==> src/rtl/sspc_map.svh <==
`ifndef SSPC_MAP_SVH
`define SSPC_MAP_SVH
`define SSPC_OFS_SOFT_RESET 8'h01
`define SSPC_OFS_SLEEP 8'h02
`define SSPC_OFS_PWRDN 8'h05
`define SSPC_RST_SLEEP 8'h00
`define SSPC_RST_PWRDN 8'h05
`define SSPC_SLEEP_WMASK 8'hFD
`define SSPC_PWRDN_WMASK 8'h3F
`define SSPC_SOFT_RESET_BIT 0
`define SSPC_GROUP_ADDR 7'h4C
`define SSPC_CLK_NS 25
`define SSPC_TICK_US 500
`define SSPC_VREF_T0_US 3500
`define SSPC_VREF_T1_US 10000
`define SSPC_VREF_T2_US 50000
`define SSPC_VREF_T3_US 100000
`define SSPC_INCAP_T0_US 2500
`define SSPC_INCAP_T1_US 12500
`define SSPC_INCAP_T2_US 25000
`define SSPC_INCAP_T3_US 50000
`define SSPC_HOLD_T0_US 30000
`define SSPC_HOLD_T1_US 25000
`define SSPC_HOLD_T2_US 10000
`define SSPC_HOLD_T3_US 5000
`endif

==> src/rtl/sspc_pkg.sv <==
package sspc_pkg;
  typedef struct packed {
    logic analog_regulator_source_sel;
    logic [1:0] spare;
    logic [1:0] reference_precharge_time;
    logic group_address_enable;
    logic fixed_zero;
    logic awake_enable;
  } sspc_sleep_t;

  typedef struct packed {
    logic [1:0] fixed_zero;
    logic [1:0] input_cap_precharge_time;
    logic [1:0] power_down_policy;
    logic [1:0] core_supply_hold_time;
  } sspc_pwrdn_t;

  typedef struct packed {
    logic core_regulator_en;
    logic analog_regulator_source_sel;
    logic vref_charging;
    logic incap_charging;
    logic awake;
    logic clean_shutdown_req;
  } sspc_pwr_t;

  typedef enum logic [2:0] {ST_SLEEP, ST_CHARGE, ST_ACTIVE, ST_HOLD, ST_OFF} sspc_state_t;
endpackage : sspc_pkg

==> src/rtl/sspc_power_ctrl.sv <==
// What this block does
// Sleep register bit 7 picks external or on-chip analog supply source.
// Reference precharge code 0..3 gives 3.5, 10, 50, 100 ms.
// Group address enable set: answer on fixed address 1001100.
// Group address enable clear: address is STRAP_BASE with strap pins as its low 2 bits.
// Awake enable bit 0 resets to 0 (sleep); writing 1 wakes device.
// Input capacitor precharge code 0..3 gives 2.5, 12.5, 25, 50 ms.
// Policy 0: core regulator off at once when shutdown pin asserts.
// Policy 1: core regulator held, forced off when keep-alive expires.
// Policy 2: held until clean shutdown completes; code 3 reserved.
// Hold time code 0..3 gives 30, 25, 10, 5 ms keep-alive.
// Power-down control register at 0x05 resets to 05h.
// Self-clearing soft reset returns all registers to defaults.
// Durations timed by counters from a fixed reference tick.
`timescale 1ns/10ps
`include "sspc_map.svh"

module sspc_power_ctrl #(
  parameter int TICK_CYC = `SSPC_TICK_US * 1000 / `SSPC_CLK_NS,
  parameter logic [4:0] STRAP_BASE = 5'h0A
) (
  // Clock and reset
  input wire logic i_clk_sys,
  input wire logic i_rst,
  // Register port
  input wire logic i_reg_wr,
  input wire logic i_reg_rd,
  input wire logic [7:0] i_reg_addr,
  input wire logic [7:0] i_reg_wdata,
  output logic [7:0] o_reg_rdata,
  // Device pins and core handshake
  input wire logic i_shutdown_pin_n,
  input wire logic [1:0] i_addr_strap,
  input wire logic i_clean_done,
  // Power and address outputs
  output logic [6:0] o_i2c_slave_addr,
  output sspc_pkg::sspc_pwr_t o_pwr
);
  localparam int PW = $clog2(TICK_CYC + 1);

  function automatic logic [7:0] sspc_pick(input logic [1:0] code, input int t0,
                                           input int t1, input int t2, input int t3);
    int t;
    t = (code == 2'h0) ? t0 : (code == 2'h1) ? t1 : (code == 2'h2) ? t2 : t3;
    return 8'(t / `SSPC_TICK_US);
  endfunction : sspc_pick

  sspc_pkg::sspc_sleep_t sleep_reg;
  sspc_pkg::sspc_pwrdn_t pwrdn_reg;
  sspc_pkg::sspc_state_t state_reg, state_next;
  sspc_pkg::sspc_pwr_t pwr_reg, pwr_next;
  logic [1:0] strap_reg;
  logic [6:0] addr_reg;
  logic [7:0] rdata_reg;
  logic [PW-1:0] presc_reg;
  logic [7:0] vref_cnt_reg, vref_cnt_next;
  logic [7:0] incap_cnt_reg, incap_cnt_next;
  logic [7:0] hold_cnt_reg, hold_cnt_next;

  // Register decode
  wire sel_soft = (i_reg_addr == `SSPC_OFS_SOFT_RESET);
  wire sel_sleep = (i_reg_addr == `SSPC_OFS_SLEEP);
  wire sel_pwrdn = (i_reg_addr == `SSPC_OFS_PWRDN);
  wire soft_rst = i_reg_wr && sel_soft && i_reg_wdata[`SSPC_SOFT_RESET_BIT];
  wire wr_sleep = i_reg_wr && sel_sleep;
  wire wr_pwrdn = i_reg_wr && sel_pwrdn;
  wire [7:0] rd_mux = sel_sleep ? sleep_reg : sel_pwrdn ? pwrdn_reg : 8'h00;

  wire pin_low = !i_shutdown_pin_n;
  wire [1:0] policy = pwrdn_reg.power_down_policy;
  wire hold_policy = (policy == 2'h1) || (policy == 2'h2);
  wire awake = sleep_reg.awake_enable;
  wire tick = (presc_reg == PW'(TICK_CYC - 1));
  wire load_charge = (state_next == sspc_pkg::ST_CHARGE) && (state_reg != sspc_pkg::ST_CHARGE);
  wire load_hold = (state_next == sspc_pkg::ST_HOLD) && (state_reg != sspc_pkg::ST_HOLD);
  wire charge_done = (vref_cnt_reg == 8'h00) && (incap_cnt_reg == 8'h00);
  wire hold_expired = (policy == 2'h1) && (hold_cnt_reg == 8'h00);
  wire [6:0] addr_next = sleep_reg.group_address_enable ? `SSPC_GROUP_ADDR :
                         {STRAP_BASE, strap_reg};

  // Soft reset is a pulse, never stored, so its bit reads back as zero
  always_ff @(posedge i_clk_sys) begin
    if (i_rst || soft_rst) begin
      sleep_reg <= `SSPC_RST_SLEEP;
      pwrdn_reg <= `SSPC_RST_PWRDN;
    end else begin
      if (wr_sleep) begin
        sleep_reg <= i_reg_wdata & `SSPC_SLEEP_WMASK;
      end
      if (wr_pwrdn) begin
        pwrdn_reg <= i_reg_wdata & `SSPC_PWRDN_WMASK;
      end
    end
  end

  // Straps are sampled while reset is held
  always_ff @(posedge i_clk_sys) begin
    if (i_rst) begin
      strap_reg <= i_addr_strap;
    end
  end

  always_ff @(posedge i_clk_sys) begin
    if (i_rst) begin
      rdata_reg <= 8'h00;
      addr_reg <= 7'h00;
    end else begin
      rdata_reg <= i_reg_rd ? rd_mux : rdata_reg;
      addr_reg <= addr_next;
    end
  end

  // Prescaler restarts on every load so a duration never starts mid-tick
  always_ff @(posedge i_clk_sys) begin
    if (i_rst || tick || load_charge || load_hold) begin
      presc_reg <= '0;
    end else begin
      presc_reg <= presc_reg + PW'(1);
    end
  end

  always_comb begin
    state_next = state_reg;
    unique case (state_reg)
      sspc_pkg::ST_SLEEP, sspc_pkg::ST_CHARGE, sspc_pkg::ST_ACTIVE: begin
        if (pin_low) begin
          // Reserved policy 3 takes the safe path: off at once
          state_next = hold_policy ? sspc_pkg::ST_HOLD : sspc_pkg::ST_OFF;
        end else if (!awake) begin
          state_next = sspc_pkg::ST_SLEEP;
        end else if (state_reg == sspc_pkg::ST_SLEEP) begin
          state_next = sspc_pkg::ST_CHARGE;
        end else if (state_reg == sspc_pkg::ST_CHARGE && charge_done) begin
          state_next = sspc_pkg::ST_ACTIVE;
        end
      end
      sspc_pkg::ST_HOLD: begin
        if (!pin_low) begin
          state_next = sspc_pkg::ST_SLEEP;
        end else if (!hold_policy || i_clean_done || hold_expired) begin
          state_next = sspc_pkg::ST_OFF;
        end
      end
      sspc_pkg::ST_OFF: begin
        if (!pin_low) begin
          state_next = sspc_pkg::ST_SLEEP;
        end
      end
      default: state_next = sspc_pkg::ST_SLEEP;
    endcase
  end

  always_comb begin
    vref_cnt_next = vref_cnt_reg;
    incap_cnt_next = incap_cnt_reg;
    hold_cnt_next = hold_cnt_reg;
    if (load_charge) begin
      vref_cnt_next = sspc_pick(sleep_reg.reference_precharge_time, `SSPC_VREF_T0_US,
                                `SSPC_VREF_T1_US, `SSPC_VREF_T2_US, `SSPC_VREF_T3_US);
      incap_cnt_next = sspc_pick(pwrdn_reg.input_cap_precharge_time, `SSPC_INCAP_T0_US,
                                 `SSPC_INCAP_T1_US, `SSPC_INCAP_T2_US, `SSPC_INCAP_T3_US);
    end else if (tick) begin
      vref_cnt_next = (vref_cnt_reg != 8'h00) ? vref_cnt_reg - 8'h01 : 8'h00;
      incap_cnt_next = (incap_cnt_reg != 8'h00) ? incap_cnt_reg - 8'h01 : 8'h00;
    end
    if (load_hold) begin
      hold_cnt_next = sspc_pick(pwrdn_reg.core_supply_hold_time, `SSPC_HOLD_T0_US,
                                `SSPC_HOLD_T1_US, `SSPC_HOLD_T2_US, `SSPC_HOLD_T3_US);
    end else if (tick && hold_cnt_reg != 8'h00) begin
      hold_cnt_next = hold_cnt_reg - 8'h01;
    end
  end

  always_comb begin
    pwr_next.core_regulator_en = (state_next != sspc_pkg::ST_OFF);
    pwr_next.analog_regulator_source_sel = sleep_reg.analog_regulator_source_sel;
    pwr_next.vref_charging = (state_next == sspc_pkg::ST_CHARGE) && (vref_cnt_next != 8'h00);
    pwr_next.incap_charging = (state_next == sspc_pkg::ST_CHARGE) && (incap_cnt_next != 8'h00);
    pwr_next.awake = (state_next == sspc_pkg::ST_ACTIVE);
    pwr_next.clean_shutdown_req = (state_next == sspc_pkg::ST_HOLD);
  end

  always_ff @(posedge i_clk_sys) begin
    if (i_rst) begin
      state_reg <= sspc_pkg::ST_SLEEP;
      vref_cnt_reg <= 8'h00;
      incap_cnt_reg <= 8'h00;
      hold_cnt_reg <= 8'h00;
      pwr_reg <= 6'h20;
    end else begin
      state_reg <= state_next;
      vref_cnt_reg <= vref_cnt_next;
      incap_cnt_reg <= incap_cnt_next;
      hold_cnt_reg <= hold_cnt_next;
      pwr_reg <= pwr_next;
    end
  end

  assign o_reg_rdata = rdata_reg;
  assign o_i2c_slave_addr = addr_reg;
  assign o_pwr = pwr_reg;
endmodule : sspc_power_ctrl

==> config.mk <==
export PLATFORM = sky130hd
export DESIGN_NAME = sspc_power_ctrl
export DESIGN_NICKNAME = d
export VERILOG_FILES = /design/src/rtl/sspc_pkg.sv /design/src/rtl/sspc_power_ctrl.sv
export VERILOG_INCLUDE_DIRS = /design/src /design/src/rtl
export SDC_FILE = /design/constraint.sdc
export NUM_CORES = 1
export LEC_CHECK = 0
export BUFFER_PORTS_ARGS = -buffer_cell sky130_fd_sc_hd__buf_2
export CAP_MARGIN = 20
export CORE_UTILIZATION = 63
export CTS_BUF_LIST = sky130_fd_sc_hd__clkbuf_16
export CTS_CLUSTER_DIAMETER = 120
export DETAILED_ROUTE_END_ITERATION = 12
export HOLD_SLACK_MARGIN = 0.1
export PLACE_DENSITY_LB_ADDON = 0.1
export SETUP_SLACK_MARGIN = 0.4
export SLEW_MARGIN = 20
export SYNTH_ARGS = -nofsm -noshare
export SYNTH_HDL_FRONTEND = slang
export SYNTH_SLANG_ARGS = --single-unit
export TNS_END_PERCENT = 5
==> constraint.sdc <==
create_clock -name i_clk_sys -period 6.74 [get_ports i_clk_sys]
set_input_delay 1.348 -clock i_clk_sys [delete_from_list [all_inputs] [get_ports i_clk_sys]]
set_output_delay 1.348 -clock i_clk_sys [all_outputs]
set_load 0.01 [all_outputs]
Yosys cells after proc, flatten, opt, wreduce, memory -nomap -nowiden
Cells that the tools add are included.

Register bits: 78. Bits of input ports: 24.

$add $sub $neg: 4. Div/mod/pow operators: 3. Equal/unequal tests: 22. Multiplexer cells: 29. Reductions and logical operators: 35.

Operator list (count): 32-bit by 10-bit divider with 32-bit output, second input constant (3); 8-bit two-way mux (9); 17-bit two-way mux (3); 16-bit two-way mux (3); 8-bit nonzero test (5); 15-bit two-way mux (2); 8-bit logical NOT (3); 3-bit two-way mux (8); 8-bit by 1-bit subtractor with 8-bit output, second input constant (3); 15-bit by 1-bit adder with 15-bit output, second input constant (1); 15-bit == test, second input constant (1); 14-bit two-way mux (1); 3-bit by 2-bit == test with 1-bit output, second input constant (4); 1-bit logical AND (12); 3-bit one-hot mux with 3 select lines (1); 2-bit by 1-bit == test with 1-bit output, second input constant (4); 2-bit == test, second input constant (4); 8-bit by 1-bit == test with 1-bit output, second input constant (1); 8-bit by 2-bit == test with 1-bit output, second input constant (1); 8-bit by 3-bit == test with 1-bit output, second input constant (1); 1-bit logical OR (7); 7-bit two-way mux (1); 3-bit by 1-bit == test with 1-bit output, second input constant (2); 2-bit logical NOT (3); other kinds (10) (10).

Logic depth before layout (Yosys ltp)
Gate-level depths: netlist (run 1).

Depth after elaboration: 13. Gate-level depth with buffers: 12. Gate-level depth less buffers: 12.

Worst setup path after synthesis (run 1)
OpenSTA, ideal clock, no wires.

Path kind: in2reg. Start point: input port i_reg_addr[5]. End point: register rdata_reg[0], in the netlist o_reg_rdata[0]. Library setup time: 0.086 ns. Arrival: 2.878 ns. Data required time: 6.654 ns. Setup slack: 3.776 ns. Cell stages on the path: 7. Path through: or4_1 -> nor3_1 -> and3b_1 -> clkbuf_1 -> buf_2 -> a22oi_1 -> a211oi_1.

Cells in the longest elaborated chain, start to end: 3.

Ends and longest elaborated chain: from (decl) (line sspc_power_ctrl.sv:28) `input wire logic [7:0] i_reg_addr,`; 8-bit by 3-bit == test with 1-bit output (no source line); 6-bit two-way mux (line sspc_power_ctrl.sv:67) `wire [7:0] rd_mux = sel_sleep ? sleep_reg : sel_pwrdn ? pwrdn_reg : 8'h00;`; 8-bit two-way mux (*) (line sspc_power_ctrl.sv:67); to (signal assigned) (line sspc_power_ctrl.sv:108) `rdata_reg <= i_reg_rd ? rd_mux : rdata_reg;`; to (decl) (line sspc_power_ctrl.sv:54) `logic [7:0] rdata_reg;`.

Every way passes the cells marked *; elsewhere a longest branch is shown, timed or not. A chain may end at the register's enable or synchronous reset.

Final worst setup path (run 1)
Start point: register pwrdn_reg[0] (netlist bit). End point: register hold_cnt_reg[1].

Cells in the longest elaborated chain, start to end: 6.

Ends and longest elaborated chain: from (decl) (line sspc_power_ctrl.sv:49) `sspc_pkg::sspc_pwrdn_t pwrdn_reg;`; from (signal assigned) (line sspc_power_ctrl.sv:85) `` pwrdn_reg <= `SSPC_RST_PWRDN; ``; from (signal assigned) (line sspc_power_ctrl.sv:91) `` pwrdn_reg <= i_reg_wdata & `SSPC_PWRDN_WMASK; ``; 2-bit == test (line sspc_power_ctrl.sv:44) `t = (code == 2'h0) ? t0 : (code == 2'h1) ? t1 : (code == 2'h2) ? t2 : t3;`; 14-bit two-way mux (line sspc_power_ctrl.sv:44); 15-bit two-way mux (line sspc_power_ctrl.sv:44); 15-bit two-way mux (*) (line sspc_power_ctrl.sv:44); 32-bit by 10-bit divider with 32-bit output (no source line) (*); 8-bit two-way mux (*) (line sspc_power_ctrl.sv:166) `if (load_hold) begin`; to (signal assigned) (line sspc_power_ctrl.sv:194) `hold_cnt_reg <= hold_cnt_next;`; to (decl) (line sspc_power_ctrl.sv:58) `logic [7:0] hold_cnt_reg, hold_cnt_next;`.

Marked as above.

==> run metrics, run 1 <==
status finished, final reports clean; Distinct cells, synth 62; initial antenna violation count 0; final hold slack 0.445 ns; final core area utilization 73.2%; CP Class register to register; reg2reg start pwrdn_reg[0]; Crit. End Element register; post-synthesis mux area share 1.72%; hpwl dp 5890 um; I/O pin cnt 45; P&R area growth vs syn 12.2%; Die Y 83.1 um; Sink Count 76; DRC violations left 0; Hold EP o_i2c_slave_addr[1]; Pre-Repair DR Iteration Count 5; Via density 5.94; reg2reg end hold_cnt_reg[1]; WL final 8470 um; first-pass GRT wire length 14100 um; Ys Warns 0; Post-Synth Adder-Cell Area 8.46%; PwrDens 205 mW/mm^2; layout cell share with drive strength beyond 1 14.5%; Most used DFF post-synth dfxtp_1; Nets 572; clock-pin slew on the worst setup and hold paths 0.06 ns; worst hold start strap_reg[1]; worst-skew pair later-pin latency 0.33 ns; RSZ-0062 raised after global routing false; Slew HR 43.7%; setup violators final 0; die area 0.00690 mm^2; largest family of logic cells by synthesized area simple AND/OR/NAND/NOR gates; Die Span X 83.1 um; CP arrival 3.26 ns; number of global-route vias before repair 3195; commonest non-fill, non-tap cells in the layout dfxtp_1, nor2_1, buf_2; Synth Area in Simple Gates 28.5%; R2R Setup Slk 3.67 ns; Post-synth EDFFs 2; via count 3573; Worst Slack Setup Final 3.67 ns; H-tree depth 3; Synth Cell Area 0.00414 mm^2; remaining global-route overflow 0; Synth Area in Compound Gates 15.7%; Final min period 3.07 ns; largest net degree at the start of global routing 43; VDD IR max 0.000195 V; I/O Buffers 43; Hold Path Cell Cnt 1; Initial DRC Count 181; Tot GR Track Use 24.9%; leakage 1.87 nW; WL/cell 14.1 um; Max Cap Violations 0; R2R depth 12; Antenna Nets Post-Route 0; final hold violation count 0; clock skew 0.00972 ns; Max clock buf depth 2; xor/xnor cell area share of the yosys netlist 3.81%; fillers 504; CTS buffer count 9; worst path required time 6.93 ns; core area 0.00635 mm^2; worst-path fanout max 7; most common cell after layout, fill and taps aside dfxtp_1; Highest Clock Rate 326 MHz; Synth Area per Inst 8.52 um^2; Synth async-reset ratio 0%; Slew Limit Fails 0; row count 29; setup bufs post-CTS 0; placer's final routability congestion estimate 0.878; TritonCTS clock tree built; Tot Pwr 0.000951 W; setup TNS 0 ns; Initial Util 65.2%; ANT cells 0; Synth Instances 486; Resized Gates After CTS 0; clk root buf clkbuf_16; Final Cycle Share 45.6%; synthesized flop and latch total 76; Hold Buf Count CTS 0; startpoint types register; max reg flops 15; worst setup path startpoint pwrdn_reg[0]; pre-CTS setup slack 3.42 ns; Hold Crit Class register to register; Post-Synthesis Net Count 538; sequential share of the synthesized area 37.2%; Worst Tran Pin Value 0.842 ns
## power by group
group	internal [W]	leakage (nW)	switching [W]	total (W)
logic	0.0000217	1.11	0.0000320	0.0000537
clock network	0.000248	0.138	0.000183	0.000431
registers	0.000461	0.620	0.00000645	0.000467
## kinds of logic (layout without fill, tap and decap cells)
family          Yosys count  in the layout
other cells               1              1
xor+xnor                 18             18
flops                    76             76
simple gates            214            214
buf+inv                  45             84
mux                       7              7
compound gates           97             97
fa+ha+maj                28             28
## layout make-up
type | instances | area (um^2) | area share (%)
inverters | 21 | 78.8 | 1.70
clock buffers | 9 | 225 | 4.85
multi-input cells | 365 | 2410 | 52.0
well taps | 77 | 96.3 | 2.07
clock inverters | 7 | 43.8 | 0.943
flip-flops and latches | 76 | 1540 | 33.2
repair buffers | 47 | 245 | 5.28
## per-stage QoR
step	area (um^2)	cells
after floorplan	4140	486
after global placement	4380	586
after detailed placement	4380	586
after CTS	4650	602
after global routing	4650	602
final	4650	602
## layer usage
layer / GRT usage, % / share of wire, % / vias up
li1: - / - / 1818
met1: 31.9 / 46 / 1634
met2: 41.9 / 48 / 108
met3: 3.88 / 4.6 / 13
met4: 10.2 / 1.4 / 0
met5: 0 / 0 / -
## synth_stat cells, types with 5 or more instances
cell      instances  share of area (%)
nor2b_1           7                1.1
a211oi_1         19                3.4
and3_1            7                1.1
buf_2             7               0.85
ha_1             28                8.5
dfxtp_1          74                 36
nor2_1           58                5.3
xor2_1           14                3.0
nand2_1          31                2.8
or4_1             5               0.91
nor4_1            8                1.2
a21oi_1          28                3.4
o21ai_0          11                1.3
or3_1             6               0.91
nand2b_1         10                1.5
nand3_1          21                2.5
and2_1            5               0.76
clkbuf_1         14                1.3
a22oi_1           7                1.3
inv_1            21                1.9
nand4_1           5               0.76
o31ai_1           6                1.1
mux2i_1           6                1.5
nor3_1           26                3.1
## worst max path at each step
stage / depth (start not counted) / endpoint / slack [ns]
2_1_floorplan: 7 / o_reg_rdata[0] / 3.78
3_3_place_gp: 7 / pwr_next[4] / 3.49
3_5_place_dp: 7 / sleep_reg[3] / 3.42
4_1_cts: 12 / hold_cnt_reg[1] / 3.67
5_1_grt: 12 / hold_cnt_reg[1] / 3.41
6_report: 12 / hold_cnt_reg[1] / 3.67
## critical path: stages, from the launching register on
cell       delay (ns)
dfxtp_1          0.46
inv_1            0.13
ha_1             0.30
nor2_1           0.34
inv_1            0.11
ha_1             0.22
nor4_1           0.47
o21a_1           0.24
ha_1             0.25
nor2_1           0.13
o21ai_0          0.10
o2111ai_1        0.11
a211oi_1         0.09
(Power assumes the default switching activity.)
==> run 2, diff against run 1 <==
--- a/config.mk
+++ b/config.mk
@@ -8,7 +8,7 @@
 export LEC_CHECK = 0
 export BUFFER_PORTS_ARGS = -buffer_cell sky130_fd_sc_hd__buf_2
 export CAP_MARGIN = 20
-export CORE_UTILIZATION = 63
+export CORE_UTILIZATION = 59
 export CTS_BUF_LIST = sky130_fd_sc_hd__clkbuf_16
 export CTS_CLUSTER_DIAMETER = 120
 export DETAILED_ROUTE_END_ITERATION = 12
==> constraint.sdc (replaced) <==
create_clock -name i_clk_sys -period 3 [get_ports i_clk_sys]
set_input_delay 0.6 -clock i_clk_sys [delete_from_list [all_inputs] [get_ports i_clk_sys]]
set_output_delay 0.6 -clock i_clk_sys [all_outputs]
set_load 0.01 [all_outputs]
==> run metrics, run 2 (synthesis gave the netlist of run 1 again) <==
status finished, final reports clean; initial antenna violation count 0; clock-pin slew on the worst setup and hold paths 0.06 ns; setup violators final 0; core area 0.00679 mm^2; CP arrival 2.75 ns; CTS buffer count 9; CP top delay family compound AO/OA/AOI/OAI gates; pre-CTS setup slack 0.264 ns; VDD IR max 0.000310 V; Worst Slack Setup Final 0.502 ns; Highest Clock Rate 400 MHz; Initial DRC Count 219; RSZ-0062 raised after global routing true; Slew HR 64.5%; Final min period 2.50 ns; commonest non-fill, non-tap cells in the layout dfxtp_1, nor2_1, buf_2; worst hold start i_addr_strap[1]; slowest cell on the critical path a2111oi_0; TritonCTS clock tree built; Die Y 85.8 um; Die Span X 85.8 um; reg2reg end hold_cnt_reg[1]; WL final 8970 um; hpwl dp 6220 um; Hold Path Cell Cnt 1; placer's final routability congestion estimate 0.842; Nets 579; CP peak stage delay 0.49 ns; CP Buf/Inv Count 1; first-pass GRT wire length 14800 um; P&R area growth vs syn 15.8%; Max Cap Violations 0; final hold slack 0.433 ns; setup TNS 0 ns; Crit. End Element register; reg2reg start pwrdn_reg[1]; Hold Crit Class primary input to register; PwrDens 460 mW/mm^2; leakage 1.90 nW; I/O Buffers 43; R2R depth 8; WL/cell 14.3 um; number of global-route vias before repair 3292; largest net degree at the start of global routing 23; Via density 5.78; H-tree depth 3; worst-path fanout max 11; Antenna Nets Post-Route 0; R2R Setup Slk 0.50 ns; final hold violation count 0; Tot Pwr 0.00221 W; Initial Util 61.0%; clk root buf clkbuf_16; Sink Count 76; Worst Tran Pin Value 0.518 ns; CP Cell Sequence inv_1 > ha_4 > nand2b_1 > o32a_1 > o21a_1 > a2111oi_0 > o2111ai_1 > a211oi_1; Hold EP strap_reg[1]; layout cell share with drive strength beyond 1 17.7%; fillers 535; worst-skew pair later-pin latency 0.34 ns; Pre-Repair DR Iteration Count 5; Max clock buf depth 2; remaining global-route overflow 0; worst path required time 3.25 ns; Hold Buf Count CTS 0; Slew Limit Fails 0; clock skew 0.00639 ns; startpoint types register; most common cell after layout, fill and taps aside dfxtp_1; Tot GR Track Use 25.1%; CP Class register to register; Final Cycle Share 83.3%; die area 0.00736 mm^2; I/O pin cnt 45; row count 30; max reg flops 15; DRC violations left 0; via count 3631; ANT cells 0
-- run 2: cell count changes in the layout (fill, tap and decap cells not counted), moves of 2 or more --
| cell | change |
|---|---|
| buf_4 | +7 |
| clkinv_2 | -2 |
| dfxtp_1 | -2 |
| dfxtp_2 | +2 |
| ha_1 | -3 |
| ha_2 | +2 |
| inv_6 | +2 |
| nor2_1 | -2 |
-- run 2: worst max-delay path by stage --
stage,startpoint,endpoint,slack [ns],cells past startpoint
after CTS,pwrdn_reg[0],hold_cnt_reg[1],0.44,12
after floorplan,pwrdn_reg[0],hold_cnt_reg[1],0.47,12
after detailed placement,pwrdn_reg[0],hold_cnt_reg[1],0.26,12
final,pwrdn_reg[1],hold_cnt_reg[1],0.50,8
after global placement,pwrdn_reg[0],hold_cnt_reg[1],0.42,12
after global routing,pwrdn_reg[1],hold_cnt_reg[1],0.39,8
-- run 2: final cells by class --
class                   count  area (um^2)  area share [%]
flip-flops and latches     76         1540            32.2
clock buffers               9          225            4.70
multi-input cells         365         2460            51.3
well taps                  96          120            2.50
clock inverters             7         67.6            1.41
repair buffers             54          298            6.21
inverters                  21         78.8            1.64
-- run 2: layer usage --
| metal | global-route usage, % | wire, um |
|---|---|---|
| met5 | 0 | 0 |
| met4 | 9.09 | 155 |
| met3 | 4.52 | 437 |
| met2 | 42.4 | 4240 |
| met1 | 32.2 | 4140 |
-- run 2: timing repair --
action | CTS | global route
gates resized for setup | 8 | 4
setup buffers | 1 | 1
setup endpoints to repair | 1 | 2
endpoints found under the hold margin | 0 | 0
pin swaps | 1 | 3
-- run 2: worst reg2reg max path: stages (launching register included) --
cell       delay [ns]
dfxtp_2          0.39
inv_1            0.10
ha_4             0.34
nand2b_1         0.12
o32a_1           0.33
o21a_1           0.24
a2111oi_0        0.49
o2111ai_1        0.20
a211oi_1         0.21
-- run 2: per-stage QoR --
step | utilization (%) | cell area [um^2] | std cells
after floorplan | - | 4140 | 486
after global placement | 65.4 | 4440 | 610
after detailed placement | 65.4 | 4440 | 610
after CTS | 70.3 | 4780 | 627
after global routing | 70.6 | 4800 | 628
final | 70.6 | 4800 | 628
-- run 2: power breakdown --
part	total [W]	leakage, nW	internal (W)	switching [W]
combinational	0.000121	1.14	0.0000491	0.0000721
clock	0.00104	0.140	0.000578	0.000458
sequential	0.00105	0.620	0.00103	0.0000144
